`config.mk`:
```
export PLATFORM = sky130hd
export DESIGN_NAME = tcic_timer
export DESIGN_NICKNAME = d
export VERILOG_FILES = /design/src/rtl/tcic_pkg.sv /design/src/rtl/tcic_tick_if.sv /design/src/rtl/tcic_tick_gen.sv /design/src/rtl/tcic_capture.sv /design/src/rtl/tcic_timer.sv
export VERILOG_INCLUDE_DIRS = /design/src /design/src/rtl
export SDC_FILE = /design/constraint.sdc
export NUM_CORES = 1
export LEC_CHECK = 0
export BUFFER_PORTS_ARGS = -buffer_cell sky130_fd_sc_hd__buf_2
export CORE_ASPECT_RATIO = 1.25
export CORE_MARGIN = 5
export CORE_UTILIZATION = 32
export CTS_CLUSTER_SIZE = 30
export DETAILED_ROUTE_END_ITERATION = 6
export HOLD_SLACK_MARGIN = 0.06
export PLACE_DENSITY = 0.56
export SYNTH_ARGS = -nofsm -noshare
export SYNTH_HDL_FRONTEND = slang
export SYNTH_SLANG_ARGS = --single-unit
export TNS_END_PERCENT = 20
```
`constraint.sdc`:
```
create_clock -name clk -period 3.6 [get_ports clk]
set_input_delay 0.54 -clock clk [delete_from_list [all_inputs] [get_ports clk]]
set_output_delay 0.54 -clock clk [all_outputs]
set_load 0.05 [all_outputs]
```
`src/rtl/tcic_defs.svh`:
```
// Constants for the timer counter with input capture.
// Assumes inclusion by bare name from the design files.
`ifndef TCIC_DEFS_SVH
`define TCIC_DEFS_SVH
`define TCIC_CNT_RESET 16'hFFFC
`define TCIC_CNT_MAX 16'hFFFF
`define TCIC_CLK_DIV2 2'h0
`define TCIC_CLK_DIV4 2'h1
`define TCIC_CLK_DIV8 2'h2
`define TCIC_CLK_EXT 2'h3
`define TCIC_PRE_MASK2 3'h1
`define TCIC_PRE_MASK4 3'h3
`define TCIC_PRE_MASK8 3'h7
`define TCIC_PRE_ZERO 3'h0
`define TCIC_SPACE_MIN 3'h4
`define TCIC_LO 7:0
`define TCIC_HI 15:8
`endif

```
`src/rtl/tcic_pkg.sv`:
```
// Types for the timer counter with input capture.
// Assumes the constants header is included by users.
package tcic_pkg;
  typedef enum logic [1:0] {
    TCIC_RD_IDLE = 2'h1,
    TCIC_RD_HELD = 2'h2
  } tcic_rd_t;
endpackage

```
`src/rtl/tcic_tick_if.sv`:
```
// Interface carrying the counter tick between internal modules.
// Assumes a single clock domain.
`timescale 1ns/1ps
interface tcic_tick_if;
  logic tick;
  modport src (output tick);
  modport snk (input tick);
endinterface

```
`src/rtl/tcic_tick_gen.sv`:
```
// Tick generator: prescaler and external clock edge detector.
// Assumes ext pin already synchronous to clk; clk is the internal clock.
`timescale 1ns/1ps
`include "tcic_defs.svh"
module tcic_tick_gen (
  input wire logic clk,
  input wire logic rst,
  input wire logic halt,
  input wire logic [1:0] clock_select,
  input wire logic ext_clock_edge_select,
  input wire logic ext_clock_pin,
  tcic_tick_if.src tk
);
  typedef struct packed {
    logic [2:0] pre;
    logic ext_d;
    logic [2:0] space;
    logic tick;
  } tcic_tg_t;
  tcic_tg_t s, next_s;
  logic [2:0] mask;
  logic edge_hit;

  // Prescaler mask picks the terminal count for divide by 2, 4 or 8
  always_comb begin
    case (clock_select)
      `TCIC_CLK_DIV2: mask = `TCIC_PRE_MASK2; // RULE_20
      `TCIC_CLK_DIV4: mask = `TCIC_PRE_MASK4;
      `TCIC_CLK_DIV8: mask = `TCIC_PRE_MASK8;
      default: mask = `TCIC_PRE_MASK8;
    endcase
  end

  // Active edge chosen by the edge select bit
  assign edge_hit = ext_clock_edge_select ? (ext_clock_pin & ~s.ext_d)
                                          : (~ext_clock_pin & s.ext_d); // RULE_11

  // Tick is a one-cycle pulse; halt freezes the prescaler and ticks, but the edge spacing countdown still runs
  always_comb begin
    next_s = s;
    next_s.tick = 1'b0;
    next_s.ext_d = ext_clock_pin;
    if (s.space != `TCIC_PRE_ZERO)
      next_s.space = s.space - 3'h1;
    if (!halt) begin // RULE_09
      if (clock_select == `TCIC_CLK_EXT) begin // RULE_10
        next_s.pre = `TCIC_PRE_ZERO;
        // Edges closer than the minimum spacing are dropped, not queued
        if (edge_hit && s.space == `TCIC_PRE_ZERO) begin // RULE_12
          next_s.tick = 1'b1;
          next_s.space = `TCIC_SPACE_MIN - 3'h1;
        end
      end else begin
        next_s.pre = (s.pre + 3'h1) & mask; // RULE_01
        if ((s.pre & mask) == mask)
          next_s.tick = 1'b1;
      end
    end
  end

  always_ff @(posedge clk) begin
    if (rst) begin
      s <= '0;
    end else begin
      s <= next_s;
    end
  end

  assign tk.tick = s.tick;
endmodule

```
`src/rtl/tcic_capture.sv`:
```
// One input capture channel: edge detect, value, flag and read interlock.
// Assumes capture pin already synchronous to clk.
`timescale 1ns/1ps
`include "tcic_defs.svh"
module tcic_capture (
  input wire logic clk,
  input wire logic rst,
  input wire logic [15:0] count,
  input wire logic pin,
  input wire logic edge_rising,
  input wire logic rd_high,
  input wire logic acc_low,
  input wire logic status_acc,
  output logic [15:0] value,
  output logic flag
);
  typedef struct packed {
    logic pin_d;
    logic [15:0] value;
    logic flag;
    logic armed;
    logic blocked;
  } tcic_cap_t;
  tcic_cap_t s, next_s;
  logic hit;

  assign hit = edge_rising ? (pin & ~s.pin_d) : (~pin & s.pin_d); // RULE_14

  // Flag set wins over the two-step clear in the same cycle
  always_comb begin
    next_s = s;
    next_s.pin_d = pin;
    if (status_acc && s.flag)
      next_s.armed = 1'b1;
    if (acc_low) begin
      next_s.blocked = 1'b0;
      if (s.armed) begin
        next_s.flag = 1'b0; // RULE_17
        next_s.armed = 1'b0;
      end
    end
    if (rd_high)
      next_s.blocked = 1'b1; // RULE_18
    if (hit) begin
      next_s.flag = 1'b1; // RULE_15
      // The event still flags even while transfers are blocked
      if (!s.blocked)
        next_s.value = count; // RULE_13 RULE_19
    end
  end

  always_ff @(posedge clk) begin
    if (rst) begin
      s <= '0; // RULE_21
    end else begin
      s <= next_s;
    end
  end

  assign value = s.value;
  assign flag = s.flag;
endmodule

```
`src/rtl/tcic_timer.sv`:
```
// Top of the 16-bit free-running timer with overflow and two captures.
// Assumes a byte-wide register port with one-cycle read and write strobes.
// Operation
// RULE_01 - Counter divides internal clock by 2, 4, 8
// RULE_02 - Low byte write forces count to FFFC
// RULE_03 - Alternate pair reads count, keeps overflow flag
// RULE_04 - High read latches low byte until low read
// RULE_05 - Unlatched low read returns live count
// RULE_06 - Wrap to zero sets overflow flag
// RULE_07 - Overflow request needs both enables
// RULE_08 - Status read then low access clears overflow
// RULE_09 - Runs in wait, stops in halt
// RULE_10 - Select code three uses external clock pin
// RULE_11 - Edge select picks external clock transition
// RULE_12 - External edges need four-cycle spacing
// RULE_13 - Capture latches count on pin edge
// RULE_14 - Per-channel edge select bit
// RULE_15 - Capture sets channel flag
// RULE_16 - Capture request per common or own enable
// RULE_17 - Status access then low access clears capture
// RULE_18 - High read blocks capture until low read
// RULE_19 - Capture register holds most recent event
// RULE_20 - Select encoding 00,01,10 divide; 11 external
// RULE_21 - Reset clears flags, count to FFFC
`timescale 1ns/1ps
`include "tcic_defs.svh"
module tcic_timer (
  input wire logic clk,
  input wire logic rst,
  input wire logic halt,
  input wire logic [1:0] clock_select,
  input wire logic ext_clock_edge_select,
  input wire logic ext_clock_pin,
  input wire logic capture_input_one,
  input wire logic capture_input_two,
  input wire logic capture_edge_one,
  input wire logic capture_edge_two,
  input wire logic overflow_irq_enable,
  input wire logic capture_irq_common_enable,
  input wire logic capture_irq_enable_one,
  input wire logic capture_irq_enable_two,
  input wire logic timer_irq_global_enable,
  input wire logic rd_count_high_byte,
  input wire logic rd_count_low_byte,
  input wire logic wr_count_low_byte,
  input wire logic rd_alt_count_high_byte,
  input wire logic rd_alt_count_low_byte,
  input wire logic wr_alt_count_low_byte,
  input wire logic acc_flag_register,
  input wire logic rd_capture_high_byte_one,
  input wire logic acc_capture_low_byte_one,
  input wire logic rd_capture_high_byte_two,
  input wire logic acc_capture_low_byte_two,
  output logic [7:0] count_high_byte,
  output logic [7:0] count_low_byte,
  output logic [7:0] capture_high_byte_one,
  output logic [7:0] capture_low_byte_one,
  output logic [7:0] capture_high_byte_two,
  output logic [7:0] capture_low_byte_two,
  output logic overflow_flag,
  output logic capture_flag_one,
  output logic capture_flag_two,
  output logic timer_global_interrupt
);
  typedef struct packed {
    logic [15:0] count;
    tcic_pkg::tcic_rd_t rd;
    logic [7:0] low_buf;
    logic ovf;
    logic ovf_armed;
  } tcic_top_t;
  tcic_top_t s, next_s;
  tcic_tick_if tk();
  logic rd_high, rd_low, low_live;
  logic [7:0] low_out;
  logic cap_flag_one, cap_flag_two;
  logic [15:0] cap_val_one, cap_val_two;
  logic irq_ovf, irq_cap_one, irq_cap_two;

  tcic_tick_gen u_tick (
    .clk(clk),
    .rst(rst),
    .halt(halt),
    .clock_select(clock_select),
    .ext_clock_edge_select(ext_clock_edge_select),
    .ext_clock_pin(ext_clock_pin),
    .tk(tk)
  );

  tcic_capture u_cap_one (
    .clk(clk),
    .rst(rst),
    .count(s.count),
    .pin(capture_input_one),
    .edge_rising(capture_edge_one),
    .rd_high(rd_capture_high_byte_one),
    .acc_low(acc_capture_low_byte_one),
    .status_acc(acc_flag_register),
    .value(cap_val_one),
    .flag(cap_flag_one)
  );

  tcic_capture u_cap_two (
    .clk(clk),
    .rst(rst),
    .count(s.count),
    .pin(capture_input_two),
    .edge_rising(capture_edge_two),
    .rd_high(rd_capture_high_byte_two),
    .acc_low(acc_capture_low_byte_two),
    .status_acc(acc_flag_register),
    .value(cap_val_two),
    .flag(cap_flag_two)
  );

  // Both pairs share one latch so either pair completes the sequence
  assign rd_high = rd_count_high_byte | rd_alt_count_high_byte; // RULE_03
  assign rd_low = rd_count_low_byte | rd_alt_count_low_byte;
  assign low_live = (s.rd != tcic_pkg::TCIC_RD_HELD);

  // Low byte data: buffered while a sequence is open, else live
  assign low_out = low_live ? s.count[`TCIC_LO] : s.low_buf; // RULE_05

  // Main state update
  always_comb begin
    next_s = s;
    case (s.rd)
      tcic_pkg::TCIC_RD_IDLE: begin
        if (rd_high) begin
          next_s.rd = tcic_pkg::TCIC_RD_HELD; // RULE_04
          next_s.low_buf = s.count[`TCIC_LO];
        end
      end
      tcic_pkg::TCIC_RD_HELD: begin
        // Repeated high reads keep the first buffered low byte
        if (rd_low)
          next_s.rd = tcic_pkg::TCIC_RD_IDLE; // RULE_04
      end
      default: next_s.rd = tcic_pkg::TCIC_RD_IDLE;
    endcase
    if (acc_flag_register && s.ovf)
      next_s.ovf_armed = 1'b1;
    // Only the main low byte clears overflow; the alternate pair never does
    if ((rd_count_low_byte || wr_count_low_byte) && s.ovf_armed) begin
      next_s.ovf = 1'b0; // RULE_08 RULE_03
      next_s.ovf_armed = 1'b0;
    end
    if (wr_count_low_byte || wr_alt_count_low_byte) begin
      next_s.count = `TCIC_CNT_RESET; // RULE_02
    end else if (tk.tick) begin
      next_s.count = s.count + 16'h0001; // RULE_01
      // Set wins over a clear landing in the same cycle
      if (s.count == `TCIC_CNT_MAX)
        next_s.ovf = 1'b1; // RULE_06
    end
  end

  always_ff @(posedge clk) begin
    if (rst) begin
      s.count <= `TCIC_CNT_RESET; // RULE_21 RULE_09
      s.rd <= tcic_pkg::TCIC_RD_IDLE;
      s.low_buf <= 8'h00;
      s.ovf <= 1'b0;
      s.ovf_armed <= 1'b0;
    end else begin
      s <= next_s;
    end
  end

  // Pending flags only reach the request line while enabled
  assign irq_ovf = s.ovf & overflow_irq_enable & timer_irq_global_enable; // RULE_07
  assign irq_cap_one = cap_flag_one & timer_irq_global_enable &
                       (capture_irq_common_enable | capture_irq_enable_one); // RULE_16
  assign irq_cap_two = cap_flag_two & timer_irq_global_enable &
                       (capture_irq_common_enable | capture_irq_enable_two); // RULE_16
  assign timer_global_interrupt = irq_ovf | irq_cap_one | irq_cap_two;

  // Read data comes straight from state registers
  assign count_high_byte = s.count[`TCIC_HI];
  assign count_low_byte = low_out;
  assign capture_high_byte_one = cap_val_one[`TCIC_HI];
  assign capture_low_byte_one = cap_val_one[`TCIC_LO];
  assign capture_high_byte_two = cap_val_two[`TCIC_HI];
  assign capture_low_byte_two = cap_val_two[`TCIC_LO];
  assign overflow_flag = s.ovf;
  assign capture_flag_one = cap_flag_one;
  assign capture_flag_two = cap_flag_two;
endmodule

```
; ---- Yosys cells after proc, flatten, opt, wreduce, memory -nomap -nowiden
; Cells that the tools add are included.
[op_classes]
n_eq_ne = 9
n_addsub = 3
bitwise = 28
n_reduce_logical = 25
n_mux = 30
[op_table]
columns = operator, n
row1 = "adder 16 x 1 -> 16 bit, second input constant", 1
row2 = "== test 16 bit, second input constant", 1
row3 = 2-to-1 mux 1 bit, 15
row4 = 2-to-1 mux 3 bit, 5
row5 = AND 1 bit, 12
row6 = AND reduction 2 bit, 6
row7 = nonzero test 2 bit, 6
row8 = 2-to-1 mux 10 bit, 1
row9 = 2-to-1 mux 2 bit, 4
row10 = 2-to-1 mux 4 bit, 2
row11 = 2-to-1 mux 8 bit, 1
row12 = inverter 1 bit, 8
row13 = AND 3 bit, 2
row14 = "!= test 2 bit, second input constant", 3
row15 = bitwise OR 1 bit, 6
row16 = case mux 3 bit (2 select lines), 1
row17 = OR reduction 2 bit, 3
row18 = logical AND 1 bit, 5
row19 = "== test 2 x 1 -> 1 bit, second input constant", 2
row20 = "== test 2 bit, second input constant", 2
row21 = case mux 2 bit (2 select lines), 1
row22 = "adder 3 x 1 -> 3 bit, second input constant", 1
row23 = == test 3 bit, 1
row24 = logical NOT 3 bit, 1
row25 = other kinds (4), 5
[word_totals]
out_inout_bits = 52
register_bits = 76
in_bits = 27
elab_cells = 114

; ---- Depth between registers and ports, before layout
; Gate-level depths: netlist of run 1.
[logic_depth]
word_depth = 7
ltp_mapped = 6
depth_no_buf = 6

; ---- Modules after synthesis
; A second synthesis of run 1 with hierarchy kept.
[unflattened]
hier_cells = 417
hier_area_um2 = 3913.8
[by_module_without_submodules]
columns = mod, seq_area_each_um2, instances, area_each_um2, cells_per_inst
row1 = tcic_capture, 400.4, 2, 999.7, 101
row2 = tcic_timer, 560.5, 1, 1500.2, 169
row3 = tcic_tick_gen, 160.2, 1, 414.1, 46

; ---- Worst setup path before layout of run 1
; No wires, ideal clock.
[synth_path]
path_type = register -> output
start = register s[11] (netlist bit)
end = output count_low_byte[6]
path_buffers = 1
required_time_ns = 3.060
arrival_ns = 1.720
path_stages_with_launch = 4
path_slack_ns = 1.340
path_cell_list = dfxtp_1 -> nor2b_1 -> clkbuf_1 -> o21ai_0
[synth_between]
elab_chain_len = 2
[synth_lines]
columns = element, line
row1 = "start, declared", tcic_timer.sv:72  ; tcic_top_t s, next_s;
row2 = "start signal, assigned", tcic_timer.sv:166  ; s <= next_s;
row3 = != test 2 bit, tcic_timer.sv:119  ; assign low_live = (s.rd != tcic_pkg::TCIC_RD_HELD);
row4 = 2-to-1 mux 8 bit, tcic_timer.sv:122  ; assign low_out = low_live ? s.count[`TCIC_LO] : s.low_buf;
row5 = "end, declared", tcic_timer.sv:55  ; output logic [7:0] count_low_byte,
; Every way passes these cells.

; ---- Final worst setup path of run 1
[layout_path]
start = register s[11] (netlist bit)
end = output count_low_byte[5]
; The elaborated chain is that of the path after synthesis.

==> results of run 1 <==
-- cells by family (layout without fill, tap and decap cells) --
logic type	count (synthesis)	count (layout)	synth area share [%]
compound gates	55	55	8.68
mux	46	46	12.3
buf+inv	73	106	12.0
simple gates	147	147	24.4
fa+ha+maj	5	5	1.64
xor+xnor	4	4	0.921
flops	76	76	40.0
-- routing by layer --
metal	part of all wire, %	track usage [%]
met5	0	0
met4	2.0	5.54
met3	5.4	3.43
met2	46	19.4
met1	46	14.6
-- worst reg2reg max path, cell delays in order, from the launching register on --
cell	delay, ns
dfxtp_1	0.32
or3b_4	0.40
a21oi_4	0.63
mux2i_1	0.28
-- layout by cell type, fill, tap and decap left out, drive strengths merged, types with 2 or more instances in the layout --
| cell type | instances |
|---|---|
| a211oi | 2 |
| a21oi | 21 |
| a31oi | 3 |
| a41o | 2 |
| and2 | 6 |
| and3b | 6 |
| and4 | 2 |
| buf | 81 |
| clkbuf | 12 |
| dfxtp | 76 |
| ha | 5 |
| inv | 11 |
| mux2 | 7 |
| mux2i | 39 |
| nand2 | 15 |
| nand2b | 49 |
| nand3 | 5 |
| nand3b | 4 |
| nand4 | 7 |
| nor2 | 21 |
| nor2b | 4 |
| nor3b | 4 |
| nor4 | 7 |
| o21ai | 18 |
| o21bai | 2 |
| o31ai | 3 |
| or3 | 3 |
| or3b | 8 |
| or4 | 2 |
| xor2 | 3 |
-- per-stage QoR --
step	worst slack [ns]	hold WS (ns)	instance area (um2)	std cells
CTS	1.14	0.404	4270	600
floorplan	1.34	0.436	3810	406
global route	1.03	0.427	4270	600
detailed placement	1.51	0.461	4010	586
finish	1.18	0.417	4270	600
global placement	1.55	0.448	4010	586
-- cells in the mapped netlist, types with 2 or more instances --
master and number:
o31ai_1 3, nor3b_1 4, nand2_1 15, clkbuf_1 13
or3_1 3, or3b_1 7, o21bai_1 2, and2_1 6
nand2b_1 49, xor2_1 3, or4_1 2, nand3b_1 4
nand3_1 5, ha_1 5, a21oi_1 20, a41o_1 2
buf_4 41, o21ai_1 5, and3b_1 6, o21ai_0 13
nand4_2 2, inv_1 11, nor4_2 5, mux2_2 7
nor2_1 21, and4_1 2, dfxtp_1 76, buf_2 5
nand4_1 5, mux2i_1 39, nor4_1 2, a211oi_1 2
nor2b_1 3, a31oi_1 3
-- report_power, final --
group	internal [mW]	switching [mW]
clock network	0.477	0.328
registers	0.896	0.0280
logic	0.120	0.235
total	1.49	0.590
-- state kept, by name (all words and copies together) (netlist names) --
signal,cells
u_cap_two.value,16
u_tick.tk.tick,1
overflow_flag,1
u_tick.s,7
u_cap_two.s,3
u_cap_one.flag,1
u_cap_two.flag,1
s,19
count_high_byte,8
u_cap_one.s,3
u_cap_one.value,16
-- how the worst min path moves through the flow --
stage,from,to,slack [ns],depth (start not counted)
floorplan,s[0],s[0],0.44,2
global placement,s[0],s[0],0.45,2
detailed placement,u_cap_two.s[0],u_cap_two.s[0],0.46,2
CTS,rd_capture_high_byte_one,u_cap_one.s[0],0.40,3
global route,rd_capture_high_byte_one,u_cap_one.s[0],0.43,3
finish,rd_capture_high_byte_one,u_cap_one.s[0],0.42,3
-- layout make-up --
class                   count  area (um2)
repair buffers             81         413
fillers                  1191        7350
flip-flops and latches     76        1520
inverters                  11        41.3
well taps                 161         201
clock inverters             2        12.5
clock buffers              12         246
multi-input cells         257        1830
==> impl_metrics.tcl, run 1 <==
set metrics [dict create \
    grt_first_pass_wirelength_mm 13.6 \
    status "finished, final reports clean" \
    finalCriticalPeriod_ns 2.42 \
    hold_class "input pin to flip-flop" \
    wl_mm 8.31 \
    vias 2821 \
    cts_buffers 9 \
    synthArstFlopShare_pct 0 \
    yosysUniqueCellTypes 49 \
    p_total_mw 2.08 \
    ctsResizeCount 0 \
    root_buffer "clkbuf_16" \
    first_global_vias 2728 \
    cts.hold.buffers_added 0 \
    synth_top_area_share_pct 40.0 \
    die_x_um 108 \
    start_util_pct 32.8 \
    synth_warnings 0 \
    crit_cells 3 \
    routabilityCongestion 0.760 \
    fp.coreArea_um2 11600 \
    cts_htree_levels 3 \
    syn_area_um2 3810 \
    synth-seq-cells 76 \
    crit_family "simple AND/OR/NAND/NOR gates" \
    worstReg2RegEnd "u_cap_one.value[1]" \
    final-setup-viol-count 0 \
    track_usage_pct 12.0 \
    worst_path_max_delay_cell "nor2b_1" \
    diodes 0 \
    post_cts_buffers 0 \
    dpl.hpwl_mm 6.04 \
    rows 44 \
    dieArea_um2 14200 \
    seq_area_frac_synth_pct 40.0 \
    slew_headroom_pct 42.4 \
    avgSynthCellArea_um2 9.37 \
    drive_gt1_share_pct 25.3 \
    cts_max_path_buffers 2 \
    finalMaxSlewViolations 0 \
    clock_skew_ns 0.00355 \
    synthFlopType "dfxtp_1" \
    grt-ovfl-total 0 \
    worstSetupStartpointType "flip-flop" \
    drt-pass1-iter-count 4 \
    path_buf_inv 1 \
    required_ns 3.06 \
    crit_end "count_low_byte[5]" \
    setup_tns_ns 0 \
    finalHoldViolations 0 \
    vdd_drop_max_uv 228 \
    endpoint_kind "primary output" \
    fmax_mhz 413 \
    viasPerCell 4.70 \
    syn2layout_area_growth_pct 12.1 \
    clk_pin_slew_ns 0.06 \
    ys_top_cells_by_area "dfxtp_1 40%, mux2i_1 10%, buf_4 8.1%" \
    rsz0062_at_grt "false" \
    clock_latency_ns 0.33 \
    ant_nets 0 \
    period_share_pct 67.3 \
    critPathMaxStageDelay_ns 0.61 \
    tightestPinTransition_ns 0.861 \
    antenna_found_initial 0 \
    die_h_um 132 \
    path_class "flip-flop to primary output" \
    ioPinCount 79 \
    drv_cap 0 \
    r2r_setup_slack_ns 1.90 \
    cts_sinks 76 \
    synth_edf_count 0 \
    route.detailed.drc 0 \
    cp_cell_sequence "nor2b_1, mux2_2, buf_2" \
    syn_inst 406 \
    first_iter_violations 130 \
    cp.arrival_ns 1.88 \
    cts_tree "done" \
    synth.net_count 438 \
    synth.largest_area_cell "dfxtp_1" \
    nets 468 \
    wl_per_cell_um 13.9 \
    worstRegToRegCells 3 \
    startpoint "s[11]" \
    io_buffers 78 \
    cp_max_fo 10 \
    power.density_nw_per_um2 488 \
    grt_max_degree 48 \
    leakage_nw 1.85 \
    reg2reg_from "u_cap_one.s[19]" \
    finish.utilization_pct 36.7 \
]
Note: power is estimated with default switching activity, not from simulation.
==> run 2: changes to the inputs <==
==> constraint.sdc (replaced) <==
create_clock -name clk -period 2.25 [get_ports clk]
set_input_delay 0.3375 -clock clk [delete_from_list [all_inputs] [get_ports clk]]
set_output_delay 0.3375 -clock clk [all_outputs]
set_load 0.05 [all_outputs]
==> impl_metrics.tcl, run 2 (same netlist as run 1, synthesis figures left out) <==
set metrics [dict create \
    reg2reg_from "s[14]" \
    grt_max_degree 48 \
    final-setup-viol-count 0 \
    clk_pin_slew_ns 0.06 \
    ioPinCount 79 \
    drv_cap 0 \
    drt-pass1-iter-count 4 \
    viasPerCell 4.65 \
    nFillCells 1217 \
    cp.arrival_ns 1.73 \
    start_util_pct 32.8 \
    mostFrequentLayoutCells "78 x buf_2, 76 x dfxtp_1, 49 x nand2b_1" \
    ctsResizeCount 0 \
    slew_headroom_pct 67.8 \
    syn2layout_area_growth_pct 14.7 \
    rsz0062_at_grt "false" \
    critPathMaxStageDelay_ns 0.33 \
    track_usage_pct 11.7 \
    cp_cell_sequence "nor2b_1, buf_4, mux2_2, buf_2" \
    vdd_drop_max_uv 332 \
    worst_path_max_delay_cell "mux2_2" \
    diodes 0 \
    pre_cts_slack_ns 0.544 \
    power.density_nw_per_um2 804 \
    fmax_mhz 483 \
    leakage_nw 1.91 \
    grt-ovfl-total 0 \
    nets 475 \
    r2r_setup_slack_ns 0.54 \
    vias 2829 \
    grt_first_pass_wirelength_mm 13.5 \
    required_ns 1.91 \
    tightestPinTransition_ns 0.483 \
    setup_tns_ns 0 \
    final_common_cell "buf_2" \
    clock_latency_ns 0.33 \
    hp-start "rd_capture_high_byte_one" \
    die_x_um 108 \
    cts_tree "done" \
    cts_sinks 76 \
    dpl.hpwl_mm 6.09 \
    cts_buffers 9 \
    period_share_pct 92.0 \
    routabilityCongestion 0.757 \
    route.detailed.drc 0 \
    clock_skew_ns 0.00477 \
    first_iter_violations 77 \
    die_h_um 132 \
    cts_max_path_buffers 2 \
    path_buf_inv 2 \
    finalCriticalPeriod_ns 2.07 \
    whs_path_depth 3 \
    hold_end "u_cap_one.s[0]" \
    hold_class "input pin to flip-flop" \
    largest_reg_flops 19 \
    endpoint_kind "primary output" \
    ant_nets 0 \
    path_class "flip-flop to primary output" \
    finalMaxSlewViolations 0 \
    worstReg2RegEnd "s[19]" \
    top_register "s" \
    worstSetupStartpointType "flip-flop" \
    drive_gt1_share_pct 27.0 \
    cts_htree_levels 3 \
    root_buffer "clkbuf_16" \
    cts.hold.buffers_added 0 \
    status "finished, final reports clean" \
    first_global_vias 2689 \
    post_cts_buffers 0 \
    antenna_found_initial 0 \
    worstRegToRegCells 3 \
    dieArea_um2 14200 \
    wl_per_cell_um 13.6 \
    crit_family "buffers and inverters" \
    finalHoldViolations 0 \
    fin_ws_ns 0.181 \
    rows 44 \
    fp.coreArea_um2 11600 \
    io_buffers 78 \
    cp_max_fo 7 \
    wl_mm 8.30 \
]
## run 2: changes by cell type in the layout (fill, tap and decap cells not counted), sizes merged
cell and delta:
clkinv +1, bufinv +1, buf +7
## run 2: how the worst max path moves through the flow
stage           from                 to  slack [ns]  depth (start not counted)
6_report       s[11]  count_low_byte[5]        0.18                          4
5_1_grt        s[11]  count_low_byte[3]        0.14                          4
4_1_cts        s[11]  count_low_byte[5]        0.18                          4
3_5_place_dp   s[11]  count_low_byte[5]        0.54                          4
3_3_place_gp   s[14]              s[19]        0.60                          3
2_1_floorplan  s[11]  count_low_byte[6]        0.19                          3
## run 2: metrics by stage
stage | util (%) | cells | hold slack, ns | cell area, um2 | total power [mW]
finish | 37.6 | 609 | 0.217 | 4360 | 3.51
global route | 37.6 | 609 | 0.215 | 4360 | 3.66
CTS | 37.6 | 609 | 0.204 | 4360 | 3.56
detailed placement | 35.0 | 593 | 0.459 | 4060 | 2.08
global placement | 35.0 | 593 | 0.446 | 4060 | 2.07
floorplan | - | 406 | 0.436 | 3810 | 2.01
## run 2: cell type report
cell class	count	area, um2	area share, %
Multi-Input combinational cell	257	1830	41.9
Sequential cell	76	1520	34.9
Timing Repair Buffer	88	465	10.7
Clock buffer	12	256	5.88
Tap cell	161	201	4.62
Clock inverter	4	47.5	1.09
Inverter	11	41.3	0.946
## run 2: worst reg2reg max path, stage by stage (launching register included)
cell	delay, ns
dfxtp_1	0.50
nand4_2	0.43
or4_1	0.63
nand3_1	0.09
## run 2: power breakdown
part           internal (mW)  switching [mW]  total [mW]
logic                  0.197           0.373       0.570
registers               1.43          0.0453        1.48
clock network          0.916           0.544        1.46
total                   2.55           0.962        3.51
## run 2: layer usage
layer	wire (um)	track usage [%]	share of wire, %
met5	0	0	0
met4	156	5.54	1.9
met3	438	2.74	5.3
met2	3880	18.7	47
met1	3830	14.9	46
